<file path="src/nliu_pkg.sv">
// Package for the nibble logic and port I/O instruction unit.
// Assumes a single instruction clock; all users import nliu_pkg::*.
package nliu_pkg;

  // ==========================================================================
  // Widths and counts
  localparam int INSTR_W = 10;
  localparam int NIB_W = 4;
  localparam int REG_CNT = 16;
  localparam int PORT_CNT = 4;
  localparam int TBL_AW = 9;

  // ==========================================================================
  // Opcode helpers: drop the two inserted 3-bit groups of ones
  function automatic logic [9:0] squeeze(input logic [15:0] h);
    return {h[12], h[11:8], h[4], h[3:0]};
  endfunction

  function automatic logic [5:0] major(input logic [15:0] h);
    logic [9:0] w;
    w = squeeze(h);
    return w[9:4];
  endfunction

  // ==========================================================================
  // Major codes (upper six bits of the 10-bit word)
  localparam logic [5:0] MAJ_AND_B0 = major(16'hFBE0);
  localparam logic [5:0] MAJ_AND_B1 = major(16'hFAE0);
  localparam logic [5:0] MAJ_AND_LO = major(16'hFBF0);
  localparam logic [5:0] MAJ_AND_HI = major(16'hFAF0);
  localparam logic [5:0] MAJ_OR_B0 = major(16'hFDE0);
  localparam logic [5:0] MAJ_OR_B1 = major(16'hFCE0);
  localparam logic [5:0] MAJ_OR_LO = major(16'hFDF0);
  localparam logic [5:0] MAJ_OR_HI = major(16'hFCF0);
  localparam logic [5:0] MAJ_XOR_B0 = major(16'hF5E0);
  localparam logic [5:0] MAJ_XOR_B1 = major(16'hF4E0);
  localparam logic [5:0] MAJ_XOR_LO = major(16'hF5F0);
  localparam logic [5:0] MAJ_XOR_HI = major(16'hF4F0);
  localparam logic [5:0] MAJ_IN_LO = major(16'hFFF0);
  localparam logic [5:0] MAJ_IN_HI = major(16'hFEF0);
  localparam logic [5:0] MAJ_OUT_LO = major(16'hE5F0);
  localparam logic [5:0] MAJ_OUT_HI = major(16'hE4F0);
  localparam logic [5:0] MAJ_OUT_PAIR = major(16'hE6F0);

  // Minor codes (low hex digit)
  localparam logic [3:0] MIN_TBL = 4'h0;
  localparam logic [3:0] MIN_IMM = 4'h1;
  localparam logic [3:0] MIN_ACC = 4'h3;
  localparam logic [3:0] MIN_PORT0 = 4'h8;
  localparam logic [3:0] MIN_PORT1 = 4'h9;
  localparam logic [3:0] MIN_PORT3 = 4'hB;
  localparam logic [3:0] MIN_PORT4 = 4'hC;

  // ==========================================================================
  // Reset values; port slot 0..3 holds pairs 0, 1, 3, 4
  localparam logic [3:0] ACC_RST = 4'h0;
  localparam logic CARRY_RST = 1'b0;
  localparam logic [3:0] REG_RST = 4'h0;
  localparam logic [3:0][7:0] PORT_RST = {8'h26, 8'h00, 8'h0D, 8'hFF};

  // ==========================================================================
  // Types
  typedef enum {
    NLIU_OP_NONE, NLIU_OP_AND, NLIU_OP_OR, NLIU_OP_XOR, NLIU_OP_INC,
    NLIU_OP_ROL, NLIU_OP_ROLZ, NLIU_OP_IN, NLIU_OP_OUT, NLIU_OP_OUT_PAIR
  } nliu_op_t;

  typedef enum {
    NLIU_SRC_NONE, NLIU_SRC_BANK0, NLIU_SRC_BANK1, NLIU_SRC_TBL_LO, NLIU_SRC_TBL_HI,
    NLIU_SRC_IMM, NLIU_SRC_PORT_LO, NLIU_SRC_PORT_HI
  } nliu_src_t;

  typedef struct packed {
    logic valid;
    logic [INSTR_W-1:0] word;
    logic [INSTR_W-1:0] operand;
  } nliu_instr_t;

  typedef struct packed {
    logic valid;
    logic bank;
    logic [3:0] idx;
    logic [NIB_W-1:0] data;
  } nliu_dm_wr_t;

  typedef struct packed {
    nliu_op_t op;
    nliu_src_t src;
    logic [3:0] idx;
    logic [1:0] slot;
  } nliu_dec_t;

endpackage

</file>
<file path="src/nliu_decoder.sv">
// Combinational decoder for the logic and port I/O instruction group.
// Assumes a 10-bit instruction word; words outside the group decode to none.
`timescale 1ns/10ps
module nliu_decoder
  import nliu_pkg::*;
(
  // Instruction word
  input wire logic [INSTR_W-1:0] word_in,
  // Decoded fields
  output nliu_dec_t dec_out
);

  // ==========================================================================
  // Decode
  // Port pair number check; only pairs 0, 1, 3 and 4 exist
  function automatic logic port_ok(input logic [3:0] m);
    return (m == MIN_PORT0) || (m == MIN_PORT1) || (m == MIN_PORT3) || (m == MIN_PORT4);
  endfunction

  logic [5:0] maj;
  logic [3:0] mnr;
  logic lo_grp;
  logic hi_grp;

  // Group by major code, then refine by the low digit
  always_comb begin
    maj = word_in[9:4];
    mnr = word_in[3:0];
    dec_out.op = NLIU_OP_NONE;
    dec_out.src = NLIU_SRC_NONE;
    dec_out.idx = mnr;
    dec_out.slot = (mnr == MIN_PORT0) ? 2'h0 : (mnr == MIN_PORT1) ? 2'h1 : (mnr == MIN_PORT3) ? 2'h2 : 2'h3;
    lo_grp = (maj == MAJ_AND_LO) || (maj == MAJ_OR_LO) || (maj == MAJ_XOR_LO);
    hi_grp = (maj == MAJ_AND_HI) || (maj == MAJ_OR_HI) || (maj == MAJ_XOR_HI);
    case (maj)
      MAJ_AND_B0, MAJ_AND_B1, MAJ_AND_LO, MAJ_AND_HI: dec_out.op = NLIU_OP_AND;
      MAJ_OR_B0, MAJ_OR_B1, MAJ_OR_LO, MAJ_OR_HI: dec_out.op = NLIU_OP_OR;
      MAJ_XOR_B0, MAJ_XOR_B1, MAJ_XOR_LO, MAJ_XOR_HI: dec_out.op = NLIU_OP_XOR;
      default: dec_out.op = NLIU_OP_NONE;
    endcase
    case (maj)
      MAJ_AND_B0, MAJ_OR_B0, MAJ_XOR_B0: dec_out.src = NLIU_SRC_BANK0;
      MAJ_AND_B1, MAJ_OR_B1, MAJ_XOR_B1: dec_out.src = NLIU_SRC_BANK1;
      default: dec_out.src = NLIU_SRC_NONE;
    endcase
    if (lo_grp || hi_grp) begin
      if (mnr == MIN_TBL) begin
        dec_out.src = hi_grp ? NLIU_SRC_TBL_HI : NLIU_SRC_TBL_LO;
      end else if (mnr == MIN_IMM && lo_grp) begin
        dec_out.src = NLIU_SRC_IMM;
      end else if (port_ok(mnr)) begin
        dec_out.src = hi_grp ? NLIU_SRC_PORT_HI : NLIU_SRC_PORT_LO;
      end else begin
        dec_out.op = NLIU_OP_NONE;
      end
    end
    // Accumulator-only and port transfer forms
    if (mnr == MIN_ACC && maj == MAJ_XOR_HI) begin
      dec_out.op = NLIU_OP_INC;
    end else if (mnr == MIN_ACC && maj == MAJ_OR_HI) begin
      dec_out.op = NLIU_OP_ROL;
    end else if (mnr == MIN_ACC && maj == MAJ_IN_HI) begin
      dec_out.op = NLIU_OP_ROLZ;
    end else if (port_ok(mnr) && (maj == MAJ_IN_LO || maj == MAJ_IN_HI)) begin
      dec_out.op = NLIU_OP_IN;
      dec_out.src = (maj == MAJ_IN_HI) ? NLIU_SRC_PORT_HI : NLIU_SRC_PORT_LO;
    end else if (port_ok(mnr) && (maj == MAJ_OUT_LO || maj == MAJ_OUT_HI)) begin
      dec_out.op = NLIU_OP_OUT;
      dec_out.src = (maj == MAJ_OUT_HI) ? NLIU_SRC_PORT_HI : NLIU_SRC_PORT_LO;
    end else if (port_ok(mnr) && maj == MAJ_OUT_PAIR) begin
      dec_out.op = NLIU_OP_OUT_PAIR;
      dec_out.src = NLIU_SRC_IMM;
    end
  end

endmodule

</file>
<file path="src/nliu_alu.sv">
// Combinational nibble ALU: logic ops, increment and rotate with carry.
// Assumes the operand is already selected by the caller.
`timescale 1ns/10ps
module nliu_alu
  import nliu_pkg::*;
(
  // Operation and operands
  input nliu_op_t op_in,
  input wire logic [NIB_W-1:0] acc_in,
  input wire logic [NIB_W-1:0] opnd_in,
  // Results
  output logic [NIB_W-1:0] res_out,
  output logic carry_out,
  output logic acc_we_out,
  output logic carry_we_out,
  output logic zero_reset_out
);

  // ==========================================================================
  // Operation
  always_comb begin
    res_out = acc_in;
    carry_out = 1'b0;
    acc_we_out = 1'b1;
    carry_we_out = 1'b1;
    zero_reset_out = 1'b0;
    case (op_in)
      NLIU_OP_AND: begin
        res_out = acc_in & opnd_in;
        carry_out = acc_in[3] & opnd_in[3];
      end
      NLIU_OP_OR: begin
        res_out = acc_in | opnd_in;
        carry_out = 1'b0;
      end
      NLIU_OP_XOR: begin
        res_out = acc_in ^ opnd_in;
        carry_out = acc_in[3] & opnd_in[3];
      end
      NLIU_OP_INC: begin
        res_out = acc_in + 4'h1;
        carry_out = (acc_in == 4'hF);
      end
      NLIU_OP_ROL, NLIU_OP_ROLZ: begin
        res_out = {acc_in[2:0], acc_in[3]};
        carry_out = acc_in[3];
        zero_reset_out = (op_in == NLIU_OP_ROLZ) && (acc_in == 4'h0);
      end
      NLIU_OP_IN: begin
        res_out = opnd_in;
        carry_out = 1'b0;
      end
      default: begin
        acc_we_out = 1'b0;
        carry_we_out = 1'b0;
      end
    endcase
  end

endmodule

</file>
<file path="src/nliu_core.sv">
// Logic and port I/O instruction unit of a small 4-bit controller core.
// Assumes the fetch stage hands over a whole instruction (both words) per
// cycle and the program memory answers a table address combinationally.
`timescale 1ns/10ps
module nliu_core
  import nliu_pkg::*;
#(
  parameter int WORD_W = 10
) (
  // Clock and reset
  input wire logic ref_clk_in,
  input wire logic rst_n_in,
  // Instruction from fetch
  input nliu_pkg::nliu_instr_t instr_in,
  // Data memory writes from the transfer instructions
  input nliu_pkg::nliu_dm_wr_t dm_wr_in,
  // Table lookup in program memory
  input wire logic rom_page_select_in,
  input wire logic [nliu_pkg::INSTR_W-1:0] program_word_bit_in,
  output logic [nliu_pkg::TBL_AW-1:0] rom_addr_out,
  // Core state
  output logic [nliu_pkg::NIB_W-1:0] acc_out,
  output logic carry_flag_out,
  output logic [nliu_pkg::PORT_CNT-1:0][7:0] port_pair_out,
  // Status
  output logic instr_done_out,
  output logic instr_unknown_out,
  output logic internal_reset_out
);

  // ==========================================================================
  // Elaboration check
  if (WORD_W != INSTR_W) begin : g_bad_width
    $error("nliu_core serves only the 10-bit instruction word");
  end

  // ==========================================================================
  // State
  logic [NIB_W-1:0] acc_ff;
  logic [NIB_W-1:0] nxt_acc;
  logic carry_ff;
  logic nxt_carry;
  logic [NIB_W-1:0] bank0_register_ff [REG_CNT];
  logic [NIB_W-1:0] nxt_bank0_register [REG_CNT];
  logic [NIB_W-1:0] bank1_register_ff [REG_CNT];
  logic [NIB_W-1:0] nxt_bank1_register [REG_CNT];
  logic [PORT_CNT-1:0][7:0] port_pair_ff;
  logic [PORT_CNT-1:0][7:0] nxt_port_pair;
  logic [TBL_AW-1:0] rom_addr_ff;
  logic [TBL_AW-1:0] nxt_rom_addr;
  logic done_ff;
  logic nxt_done;
  logic unknown_ff;
  logic nxt_unknown;
  logic ireset_ff;
  logic nxt_ireset;

  // Decode and operand
  nliu_dec_t dec;
  logic [NIB_W-1:0] opnd;
  logic [NIB_W-1:0] alu_res;
  logic alu_carry;
  logic alu_acc_we;
  logic alu_carry_we;
  logic alu_zero_reset;
  logic [7:0] sel_pair;

  // ==========================================================================
  // Decoder and ALU
  nliu_decoder u_decoder (
    .word_in (instr_in.word),
    .dec_out (dec)
  );

  nliu_alu u_alu (
    .op_in (instr_in.valid ? dec.op : NLIU_OP_NONE),
    .acc_in (acc_ff),
    .opnd_in (opnd),
    .res_out (alu_res),
    .carry_out (alu_carry),
    .acc_we_out (alu_acc_we),
    .carry_we_out (alu_carry_we),
    .zero_reset_out (alu_zero_reset)
  );

  // ==========================================================================
  // Operand select
  // Table nibbles come from bits 7..4 or 3..0 of the addressed word
  always_comb begin
    sel_pair = port_pair_ff[dec.slot];
    case (dec.src)
      NLIU_SRC_BANK0: opnd = bank0_register_ff[dec.idx];
      NLIU_SRC_BANK1: opnd = bank1_register_ff[dec.idx];
      NLIU_SRC_TBL_HI: opnd = program_word_bit_in[7:4];
      NLIU_SRC_TBL_LO: opnd = program_word_bit_in[3:0];
      NLIU_SRC_IMM: opnd = instr_in.operand[3:0];
      NLIU_SRC_PORT_LO: opnd = sel_pair[3:0];
      NLIU_SRC_PORT_HI: opnd = sel_pair[7:4];
      default: opnd = 4'h0;
    endcase
  end

  // ==========================================================================
  // Next state
  // Whole instruction resolves in the cycle it is presented
  always_comb begin
    nxt_acc = acc_ff;
    nxt_carry = carry_ff;
    nxt_bank0_register = bank0_register_ff;
    nxt_bank1_register = bank1_register_ff;
    nxt_port_pair = port_pair_ff;
    nxt_done = instr_in.valid;
    nxt_unknown = instr_in.valid && (dec.op == NLIU_OP_NONE);
    nxt_ireset = 1'b0;
    if (alu_zero_reset) begin
      // Full internal reset wins over every other update this cycle
      nxt_acc = ACC_RST;
      nxt_carry = CARRY_RST;
      nxt_port_pair = PORT_RST;
      nxt_ireset = 1'b1;
      for (int i = 0; i < REG_CNT; i++) begin
        nxt_bank0_register[i] = REG_RST;
        nxt_bank1_register[i] = REG_RST;
      end
    end else begin
      if (alu_acc_we) begin
        nxt_acc = alu_res;
      end
      if (alu_carry_we) begin
        nxt_carry = alu_carry;
      end
      // Port writes: single nibble from the accumulator or a full byte
      if (instr_in.valid && dec.op == NLIU_OP_OUT) begin
        if (dec.src == NLIU_SRC_PORT_HI) begin
          nxt_port_pair[dec.slot][7:4] = acc_ff;
        end else begin
          nxt_port_pair[dec.slot][3:0] = acc_ff;
        end
      end
      if (instr_in.valid && dec.op == NLIU_OP_OUT_PAIR) begin
        nxt_port_pair[dec.slot] = instr_in.operand[7:0];
      end
      // Register writes from the data transfer side of the core
      if (dm_wr_in.valid) begin
        if (dm_wr_in.bank) begin
          nxt_bank1_register[dm_wr_in.idx] = dm_wr_in.data;
        end else begin
          nxt_bank0_register[dm_wr_in.idx] = dm_wr_in.data;
        end
      end
    end
    // Table address follows the index register so the next lookup is ready
    nxt_rom_addr = {rom_page_select_in, nxt_bank1_register[0], nxt_bank0_register[0]};
  end

  // ==========================================================================
  // Registers
  always_ff @(posedge ref_clk_in) begin
    if (!rst_n_in) begin
      acc_ff <= ACC_RST;
      carry_ff <= CARRY_RST;
      port_pair_ff <= PORT_RST;
      rom_addr_ff <= '0;
      done_ff <= 1'b0;
      unknown_ff <= 1'b0;
      ireset_ff <= 1'b0;
      for (int i = 0; i < REG_CNT; i++) begin
        bank0_register_ff[i] <= REG_RST;
        bank1_register_ff[i] <= REG_RST;
      end
    end else begin
      acc_ff <= nxt_acc;
      carry_ff <= nxt_carry;
      port_pair_ff <= nxt_port_pair;
      rom_addr_ff <= nxt_rom_addr;
      done_ff <= nxt_done;
      unknown_ff <= nxt_unknown;
      ireset_ff <= nxt_ireset;
      bank0_register_ff <= nxt_bank0_register;
      bank1_register_ff <= nxt_bank1_register;
    end
  end

  // ==========================================================================
  // Outputs, all straight from flip-flops
  assign rom_addr_out = rom_addr_ff;
  assign acc_out = acc_ff;
  assign carry_flag_out = carry_ff;
  assign port_pair_out = port_pair_ff;
  assign instr_done_out = done_ff;
  assign instr_unknown_out = unknown_ff;
  assign internal_reset_out = ireset_ff;

endmodule

</file>
<file path="config.mk">
export PLATFORM = sky130hd
export DESIGN_NAME = nliu_core
export DESIGN_NICKNAME = d
export VERILOG_FILES = /design/src/nliu_pkg.sv /design/src/nliu_decoder.sv /design/src/nliu_alu.sv /design/src/nliu_core.sv
export SDC_FILE = /design/constraint.sdc
export NUM_CORES = 1
export LEC_CHECK = 0
export BUFFER_PORTS_ARGS = -buffer_cell sky130_fd_sc_hd__buf_2
export CAP_MARGIN = 25
export CORE_UTILIZATION = 55
export CTS_BUF_LIST = sky130_fd_sc_hd__clkbuf_8
export DETAILED_ROUTE_END_ITERATION = 7
export GPL_ROUTABILITY_DRIVEN = 1
export PLACE_DENSITY = 0.77
export SKIP_LAST_GASP = 1
export SYNTH_ARGS = -nofsm -noshare
export SYNTH_HDL_FRONTEND = slang
export SYNTH_SLANG_ARGS = --single-unit
</file>
<file path="constraint.sdc">
create_clock -name ref_clk_in -period 4.22 [get_ports ref_clk_in]
set_input_delay 0.422 -clock ref_clk_in [delete_from_list [all_inputs] [get_ports ref_clk_in]]
set_output_delay 0.422 -clock ref_clk_in [all_outputs]
set_load 0.01 [all_outputs]
</file>
# After elaboration in Yosys (flattened, before gate mapping)
# Index checks and enable logic that the tools add are counted.
# totals
inputBits	44
ff_bits	177
word_cells	200
output_inout_bits	49
# classes
reduce_logical	39
bitwise	8
n_lt_le_gt_ge	5
eq_ne	42
addsub	1
mux	63
# op_table
op	n
two-way mux 64 bit	10
two-way mux 32 bit	16
== test 32 x 3 -> 1 bit (second input constant)	8
bitwise mux 64 bit	2
== test 32 x 2 -> 1 bit (second input constant)	4
bitwise mux 32 bit	3
== test 6 bit (second input constant)	14
== test 32 x 1 -> 1 bit (second input constant)	2
== test 32 x 4 -> 1 bit (second input constant)	2
== test 32 x 5 -> 1 bit (second input constant)	2
demux 8 bit (select 2 bit)	3
binary-select mux 4 bit (select 4 bit)	2
zero test 32 bit	1
case mux 4 bit (7 select lines)	1
two-way mux 4 bit	6
two-way mux 8 bit	3
case mux 4 bit (6 select lines)	1
== test 4 bit (second input constant)	5
== test 6 x 4 -> 1 bit (second input constant)	3
binary-select mux 8 bit (select 2 bit)	1
demux 4 bit (select 4 bit)	1
logical AND 1 bit	13
OR reduction 4 bit	3
>= comparator 5 bit (second input constant)	2
other kinds (25)	50

# Longest topological paths before layout
# Gate-level depths: netlist of run 1.
# logic_depth
ltp_word	21
ltp_mapped	17

# By module
# A second synthesis of run 1 with hierarchy kept.
# unflattened
cells_unflattened	1157
hier_area_um2	10179.8
# by_module_without_submodules
mod	n_inst	area_per_inst_um2	seq_area_each_um2	cells_per_inst
nliu_core	1	8639.5	3383.2	935
nliu_decoder	1	898.4	0.0	135
nliu_alu	1	641.9	0.0	87

# Worst setup path before layout of run 1
# OpenSTA, ideal clock, no wires.
# synth_timing
kind	input port to flip-flop
start	in instr_in[10] in the netlist's numbering
end	reg acc_ff[3], in the netlist acc_out[3]
path_stages	14
setup_slack_ps	977
t_arrival_ps	3102
required_ps	4079
cell_sequence	buf_6 > buf_6 > buf_6 > mux4_2 > mux4_2 > a22oi_1 > nand3_1 > inv_1 > ha_1 > inv_1 > mux2i_1 > a221o_1 > a221oi_1 > a221oi_2
# synth_via
elab_chain_len	19
elab_cells_between_ends	74
classes_between	21 x eq/ne; 32 x mux; 4 x bitwise; 17 x reduce/logical
# synth_rtl
element	line	text
from (decl)	nliu_core.sv:14	input nliu_pkg::nliu_instr_t instr_in,
branches (longest 19 deep; another with two-way mux 64 bit)	n/a	
to (signal assigned)	nliu_core.sv:172	acc_ff <= nxt_acc;
to (decl)	nliu_core.sv:39	logic [NIB_W-1:0] acc_ff;
# Parallel ways; which one is timed is not known. The select of a mux whose other input is x is not followed.
# A chain may end at the register's enable or synchronous reset.

# Final worst setup path of run 1
# layout_timing
start	in instr_in[11] in the netlist's numbering
end	reg acc_ff[3], in the netlist acc_out[3]
# The elaborated chain is that of the path after synthesis.

==> results.md, run 1 <==
| Item | Value | Unit |
|:---|:---|:---|
| Avg Synthesized Cell Area | 9.12 | um^2 |
| Fill cells | 1325 | - |
| Reg clk slew, reported paths | 0.09 | ns |
| CP delay by family, top | compound AO/OA/AOI/OAI gates | - |
| Synth async-reset ratio | 0 | - |
| Starting Density | 0.571 | - |
| Fraction of synthesized cell area taken by the top area cell type | 0.369 | - |
| CP Max Fanout | 26 | - |
| Aggregate routed wire length | 24300 | um |
| Floorplan die area | 17200 | um^2 |
| Detailed-route wire length per cell | 19.1 | um |
| Adder-cell share of the synthesized area | 0.00956 | - |
| Fin util | 0.626 | - |
| Post-CTS setup-driven buffer insertion count | 0 | - |
| Clock Path Buffers | 2 | - |
| Setup total negative slack | 0 | ns |
| Finished Layout Cells | 1273 | - |
| Number of buffers created by CTS | 17 | - |
| Number of nets still failing antenna checks after routing | 0 | - |
| Cell count after synthesis | 1005 | - |
| First drt pass iteration count | 5 | - |
| Critical path, cell by cell | buf_2, buf_12, buf_4, mux2_2, a221oi_1, a211oi_1, o21ai_0, nand3_1, inv_1, ha_1, inv_1, mux2i_1, a221o_1, a221oi_1, a221oi_2 | - |
| Area growth from synthesis to final layout | 9.75 | % |
| Residual DRC | 0 | - |
| Clock tree sinks | 169 | - |
| Post-route clock period utilization | 0.797 | - |
| Min Tclk post-route | 3.36 | ns |
| Largest area contributor in the netlist | dfxtp_1 | - |
| Most used flip-flop cell after synthesis | dfxtp_1 | - |
| Min-delay worst type | in2reg | - |
| Fraction of synthesized area in multiplexers | 0.230 | - |
| Wire length of the first global-routing pass | 38300 | um |
| Skew-Pair Late Insertion Delay | 0.47 | ns |
| Layout Nets | 1095 | - |
| Number of buffers added on ports | 88 | - |
| Flip-flop and latch count after synthesis | 169 | - |
| Vias | 7900 | - |
| Type of origin of the critical path | input pin | - |
| Simple logic cell fraction of the synthesized area | 0.191 | - |
| CTS tree | built | - |
| Dominant combinational cell family by area after synthesis | multiplexers | - |
| Static Leak | 3.74 | nW |
| Buffer and inverter count on the worst path | 5 | - |
| Worst Path Required | 4.56 | ns |
| Highest-delay cell along the critical path | a221oi_1 | - |
| Maximum number of pins on one net before global-route repair | 50 | - |
| Global route total overflow | 0 | - |
| Placed instance count | 1240 | - |
| Total count of max-transition violations in the final report | 0 | - |
| Antenna violations before repair | 0 | - |
| Synth Warn # | 0 | - |
| Proportion of layout cells with a drive suffix above 1 | 0.196 | - |
| # hold bufs at CTS | 0 | - |
| Share of synthesized area occupied by flip-flops and latches | 0.369 | - |
| Endpoints failing setup | 0 | - |
| Vias per std cell | 6.21 | - |
| Max transition margin | 0.337 | - |
| Outcome | finished clean | - |
| I/O pins | 93 | - |
| Die width | 131 | um |
| Ratio of total power to cell area | 317 | nW/um^2 |
| Yosys cell types | 76 | - |
| Violation count after the first detailed-route iteration | 791 | - |
| Weighted congestion reported at the end of routability-driven placement | 0.920 | - |
| Height of the die | 131 | um |
| Unrepaired setup endpoints after global routing | no | - |
| GRT Total Usage | 0.293 | - |
| Classification of the worst setup path | in2reg | - |
| Dpl hpwl | 16400 | um |
| # diodes | 0 | - |
| Area inside the core boundary | 16100 | um^2 |
| Cells taking the most area after synthesis | dfxtp_1, mux2i_1, mux4_2, nor2_1, a21oi_1 | - |
| Via count of the first global-routing pass | 7296 | - |
| Worst stage delay on the critical path | 0.47 | ns |
| Category of the worst setup path capture point | register | - |
| Clock root buffer master | clkbuf_8 | - |
| Endpoint arrival time on the critical path | 3.70 | ns |
| CTS H-tree lvls | 4 | - |
| Area of the mapped netlist | 9160 | um^2 |
| Endpoints failing hold | 0 | - |
| XOR/XNOR share of the synthesized area | 0.00287 | - |
| Synth Area in Compound Gates | 0.141 | - |
| Pin slew with the least headroom to its limit | 0.991 | ns |
| Synthesized netlist net count | 1056 | - |
| # rows | 46 | - |
| Fmax | 298 | MHz |
| Maximum clock skew at final layout | 0.0131 | ns |
| Worst vdd ir | 0.197 | mV |
| Number of synthesized flops with an enable pin | 0 | - |
| CTS-repair resized insts | 0 | - |
| Max-capacitance violation count | 0 | - |
## worst register-to-register path, cell delays in order, from the launching register on
cell and delay [ns]:
dfxtp_1 0.34, mux4_2 0.48, mux4_2 0.51, a22oi_1 0.32, nand3_1 0.16, inv_1 0.08, ha_1 0.22, inv_1 0.05
mux2i_1 0.06, a221o_1 0.32, a221oi_1 0.27, a221oi_2 0.10
## worst paths after layout
path	startpoint	endpoint	slack, ns	cells past startpoint
worst max register to register	rom_addr_out[7]	acc_out[3]	1.18	11
worst max-delay path	instr_in[11]	acc_out[3]	0.86	15
worst min register to register	bank0_register_ff[59]	bank0_register_ff[59]	0.46	2
worst min-delay path	rom_page_select_in	rom_addr_out[8]	0.15	2
## cells by family (layout without fill, tap and decap cells)
| group | after synthesis | count (layout) |
|---|---|---|
| adder cells (fa/ha/maj) | 7 | 7 |
| AND/OR/NAND/NOR | 364 | 364 |
| buffers and inverters | 101 | 153 |
| XOR/XNOR | 3 | 3 |
| AO/OA/AOI/OAI | 201 | 201 |
| flip-flops | 169 | 169 |
| multiplexers | 160 | 160 |
## power by group
| part | total (mW) | internal (mW) | switching [mW] |
|---|---|---|---|
| sequential | 1.62 | 1.61 | 0.0150 |
| combinational | 0.316 | 0.108 | 0.208 |
| clock | 1.25 | 0.616 | 0.639 |
## synth_stat cells, types with 3 or more instances
library cell and count:
buf_6 4, nor3b_1 5, nand2_1 88, a211oi_1 10, and3_1 10, a31oi_1 4, nand3_1 62, nor2b_1 12
dfxtp_1 169, mux4_2 40, mux2i_1 114, nand2b_1 11, buf_1 6, mux2_1 3, clkbuf_1 33, o2111ai_1 8
nor2_1 122, a21oi_1 80, nor3_1 14, nand4b_1 3, buf_2 26, nand4_1 6, ha_1 7, inv_1 14
o21ai_1 6, o21ai_0 49, mux2_2 3, buf_4 18, and2_1 9, a221oi_1 7, nor3_4 3
## layer usage
metal  GRT usage  vias up  part of all wire
li1            -     3711                 -
met1       0.398     3767              0.43
met4       0.112        0             0.026
met3      0.0714       62             0.085
met2       0.451      360              0.46
met5           0        -                 0
## sequential cells by signal, summed over array words and instances (netlist names)
signal and flops:
instr_unknown_out 1, carry_flag_out 1, acc_out 4, instr_done_out 1
bank0_register_ff 63, rom_addr_out 3, port_pair_out 32, internal_reset_out 1
bank1_register_ff 63
## placed cells by master (no fill, tap or decap), types with 6 or more instances in the layout
| cell | count |
|---|---|
| a211oi_1 | 10 |
| nor2b_1 | 12 |
| and3_1 | 10 |
| o2111ai_1 | 8 |
| o21ai_0 | 49 |
| clkbuf_8 | 18 |
| dfxtp_1 | 169 |
| inv_1 | 15 |
| ha_1 | 7 |
| o21ai_1 | 6 |
| nand2b_1 | 10 |
| nor3_1 | 14 |
| and2_1 | 9 |
| nand4_1 | 6 |
| mux4_2 | 40 |
| nand2_1 | 88 |
| a221oi_1 | 7 |
| buf_2 | 88 |
| buf_4 | 14 |
| a21oi_1 | 80 |
| nor2_1 | 122 |
| nand3_1 | 62 |
| mux2i_1 | 114 |
## area by class of cell
cell class | count | area [um^2] | share of cell area
inverter | 14 | 52.6 | 0.00523
clock buffer | 18 | 248 | 0.0246
tap | 216 | 270 | 0.0269
timing repair buffer | 107 | 633 | 0.0630
clock inverter | 14 | 191 | 0.0190
sequential | 169 | 3380 | 0.336
multi-input combinational | 735 | 5280 | 0.525
## through the flow
stage	worst slack [ns]	hold slack, ns	power [mW]	area [um^2]
finish	0.859	0.150	3.19	10100
global route	0.630	0.147	3.30	10100
CTS	0.936	0.140	3.20	10000
detailed placement	0.425	0.446	1.97	9610
global placement	0.476	0.440	1.96	9610
floorplan	0.977	0.433	1.87	9160
(Power assumes the default switching activity.)
==> run 2: changes to the inputs <==
==> constraint.sdc (replaced) <==
create_clock -name ref_clk_in -period 3.2 [get_ports ref_clk_in]
set_input_delay 0.32 -clock ref_clk_in [delete_from_list [all_inputs] [get_ports ref_clk_in]]
set_output_delay 0.32 -clock ref_clk_in [all_outputs]
set_load 0.01 [all_outputs]
==> results.md, run 2 (synthesis gave the netlist of run 1 again) <==
| Item | Value | Unit | vs previous |
|:---|:---|:---|:---|
| Violation count after the first detailed-route iteration | 889 | - | +12% |
| Endpoint of the worst register-to-register path | acc_out[3] | - |  |
| Maximum clock skew at final layout | 0.0137 | ns | +0.000615 ns |
| Classification of the worst setup path | reg2reg | - |  |
| I/O pins | 93 | - | unchanged |
| Number of buffers created by CTS | 17 | - | unchanged |
| Pin slew with the least headroom to its limit | 0.821 | ns | -0.170 ns |
| Global route total overflow | 0 | - | unchanged |
| Maximum number of pins on one net before global-route repair | 53 | - | +6.0% |
| Power Total | 4.08 | mW | +28% |
| Wire length of the first global-routing pass | 39000 | um | +2.1% |
| Total count of max-transition violations in the final report | 0 | - | unchanged |
| R2r setup slk | 0.20 | ns | -0.98 ns |
| Critical path, cell by cell | mux4_2, mux4_2, a22oi_1, buf_4, nand3_1, inv_1, ha_1, inv_1, mux2i_1, a221o_1, a221oi_1, a221oi_2 | - |  |
| Worst Path Required | 3.53 | ns | -1.03 ns |
| Worst stage delay on the critical path | 0.51 | ns | +0.04 ns |
| Worst Slack Setup Final | 0.204 | ns | -0.655 ns |
| Skew-Pair Late Insertion Delay | 0.47 | ns | about the same |
| GRT Total Usage | 0.297 | - | +0.00364 |
| # rows | 46 | - | unchanged |
| First drt pass iteration count | 6 | - | +1 |
| GR Util met1 | 0.411 | - | +0.0131 |
| Met3 capacity usage during global routing | 0.0593 | - | -0.0122 |
| Endpoint arrival time on the critical path | 3.33 | ns | -0.37 ns |
| Finished Layout Cells | 1335 | - | +4.9% |
| Setup total negative slack | 0 | ns | unchanged |
| Source of the worst register-to-register timing path | bank1_register_ff[35] | - |  |
| Post-route clock period utilization | 0.936 | - |  |
| Max transition margin | 0.449 | - | +0.112 |
| Fmax | 334 | MHz |  |
| Starting Density | 0.571 | - | unchanged |
| Clock root buffer master | clkbuf_8 | - |  |
| # diodes | 0 | - | unchanged |
| Category of the worst setup path capture point | register | - |  |
| Post-placement cell area | 10100 | um^2 | +5.3% |
| Worst vdd ir | 0.292 | mV | +48% |
| Critical path capture point | acc_out[3] | - |  |
| CTS H-tree lvls | 4 | - | unchanged |
| Clock Path Buffers | 2 | - | unchanged |
| Proportion of layout cells with a drive suffix above 1 | 0.242 | - | +0.0463 |
| Aggregate routed wire length | 24700 | um | +1.8% |
| Number of nets still failing antenna checks after routing | 0 | - | unchanged |
| CTS-repair resized insts | 0 | - | unchanged |
| Min-delay worst type | in2reg | - |  |
| Placed instance count | 1303 | - | +5.1% |
| Ratio of total power to cell area | 388 | nW/um^2 | +22% |
| Die width | 131 | um | unchanged |
| Highest-delay cell along the critical path | mux4_2 | - |  |
| Area inside the core boundary | 16100 | um^2 | unchanged |
| Max-capacitance violation count | 0 | - | unchanged |
| Layout Nets | 1157 | - | +5.7% |
| Detailed-route wire length per cell | 18.5 | um | -3.0% |
| Weighted congestion reported at the end of routability-driven placement | 0.978 | - | +6.3% |
| GR Util met2 | 0.457 | - | +0.00654 |
| Static Leak | 4.05 | nW | +8.2% |
| CP Max Fanout | 2 | - | -92% |
| Dpl hpwl | 17500 | um | +6.5% |
| # hold bufs at CTS | 0 | - | unchanged |
| Leading cell type in the layout, fill and taps excluded | dfxtp_1 | - |  |
| Reg clk slew, reported paths | 0.10 | ns | about the same |
| Unrepaired setup endpoints after global routing | no | - |  |
| Number of buffers added on ports | 88 | - | unchanged |
| Endpoints failing hold | 0 | - | unchanged |
| Floorplan die area | 17200 | um^2 | unchanged |
| Type of origin of the critical path | register | - |  |
| Residual DRC | 0 | - | unchanged |
| Outcome | finished clean | - |  |
| Worst setup path startpoint | bank1_register_ff[35] | - |  |
| Min Tclk post-route | 3.00 | ns |  |
| Antenna violations before repair | 0 | - | unchanged |
| Depth of the worst register-to-register path | 12 | - | +1 |
| CTS tree | built | - |  |
| Leading cell types in the layout, fill and taps excluded | dfxtp_1, nor2_1, mux2i_1 | - |  |
| Vias per std cell | 6.10 | - | -1.7% |
| Fill cells | 1304 | - | -1.6% |
| Post-CTS setup-driven buffer insertion count | 0 | - | unchanged |
| Finished layout cell area | 10500 | um^2 | +4.5% |
| Height of the die | 131 | um | unchanged |
| Pre-CTS worst setup slack | -0.150 | ns | -0.575 ns |
| Via count of the first global-routing pass | 7552 | - | +3.5% |
| Worst hold slack | 0.0591 | ns | -0.0911 ns |
| Clock tree sinks | 169 | - | unchanged |
| Endpoints failing setup | 0 | - | unchanged |
| Vias | 8148 | - | +3.1% |
| Most used routing layer | met2 | - |  |
| Fin util | 0.655 | - | +0.0284 |
| Area growth from synthesis to final layout | 14.7 | % |  |
## run 2: power by group
| part | internal [mW] | switching (mW) | total (mW) | leakage (nW) |
|---|---|---|---|---|
| Sequential | 2.12 | 0.0162 | 2.13 | 1.36 |
| Clock | 0.594 | 0.878 | 1.47 | 0.200 |
| Combinational | 0.186 | 0.288 | 0.474 | 2.48 |
| Total | 2.90 | 1.18 | 4.08 | 4.05 |
## run 2: layout make-up
cell class	count	area (um^2)	area share
sequential	169	3380	0.322
clock inverter	14	131	0.0125
tap	216	270	0.0257
inverter	14	52.6	0.00500
multi-input combinational	735	5290	0.503
timing repair buffer	169	1140	0.108
clock buffer	18	248	0.0236
## run 2: critical path, delay by kind of cell, from the launching register on
kind	cells	cell delay (ns)
and+or+nand+nor	1	0.08
DFF	1	0.34
AOI/OAI and AO/OA	4	0.90
buffers and inverters	3	0.27
muxes	3	1.05
adders and majority gates	1	0.22
## run 2: worst min-delay path by stage
| stage | startpoint | endpoint | depth (start not counted) |
|---|---|---|---|
| 2_1_floorplan | bank0_register_ff[23] | bank0_register_ff[23] | 2 |
| 3_3_place_gp | bank0_register_ff[56] | bank0_register_ff[56] | 2 |
| 3_5_place_dp | bank0_register_ff[56] | bank0_register_ff[56] | 2 |
| 4_1_cts | rom_page_select_in | rom_addr_out[8] | 2 |
| 5_1_grt | rom_page_select_in | rom_addr_out[8] | 2 |
| 6_report | rom_page_select_in | rom_addr_out[8] | 2 |
## run 2: per-layer routing
layer / vias to the layer above / share of wire / wire length (um)
li1: 3837 / - / -
met1: 3906 / 0.44 / 10800
met2: 355 / 0.46 / 11400
met3: 50 / 0.079 / 1960
met4: 0 / 0.023 / 580
met5: - / 0 / 0
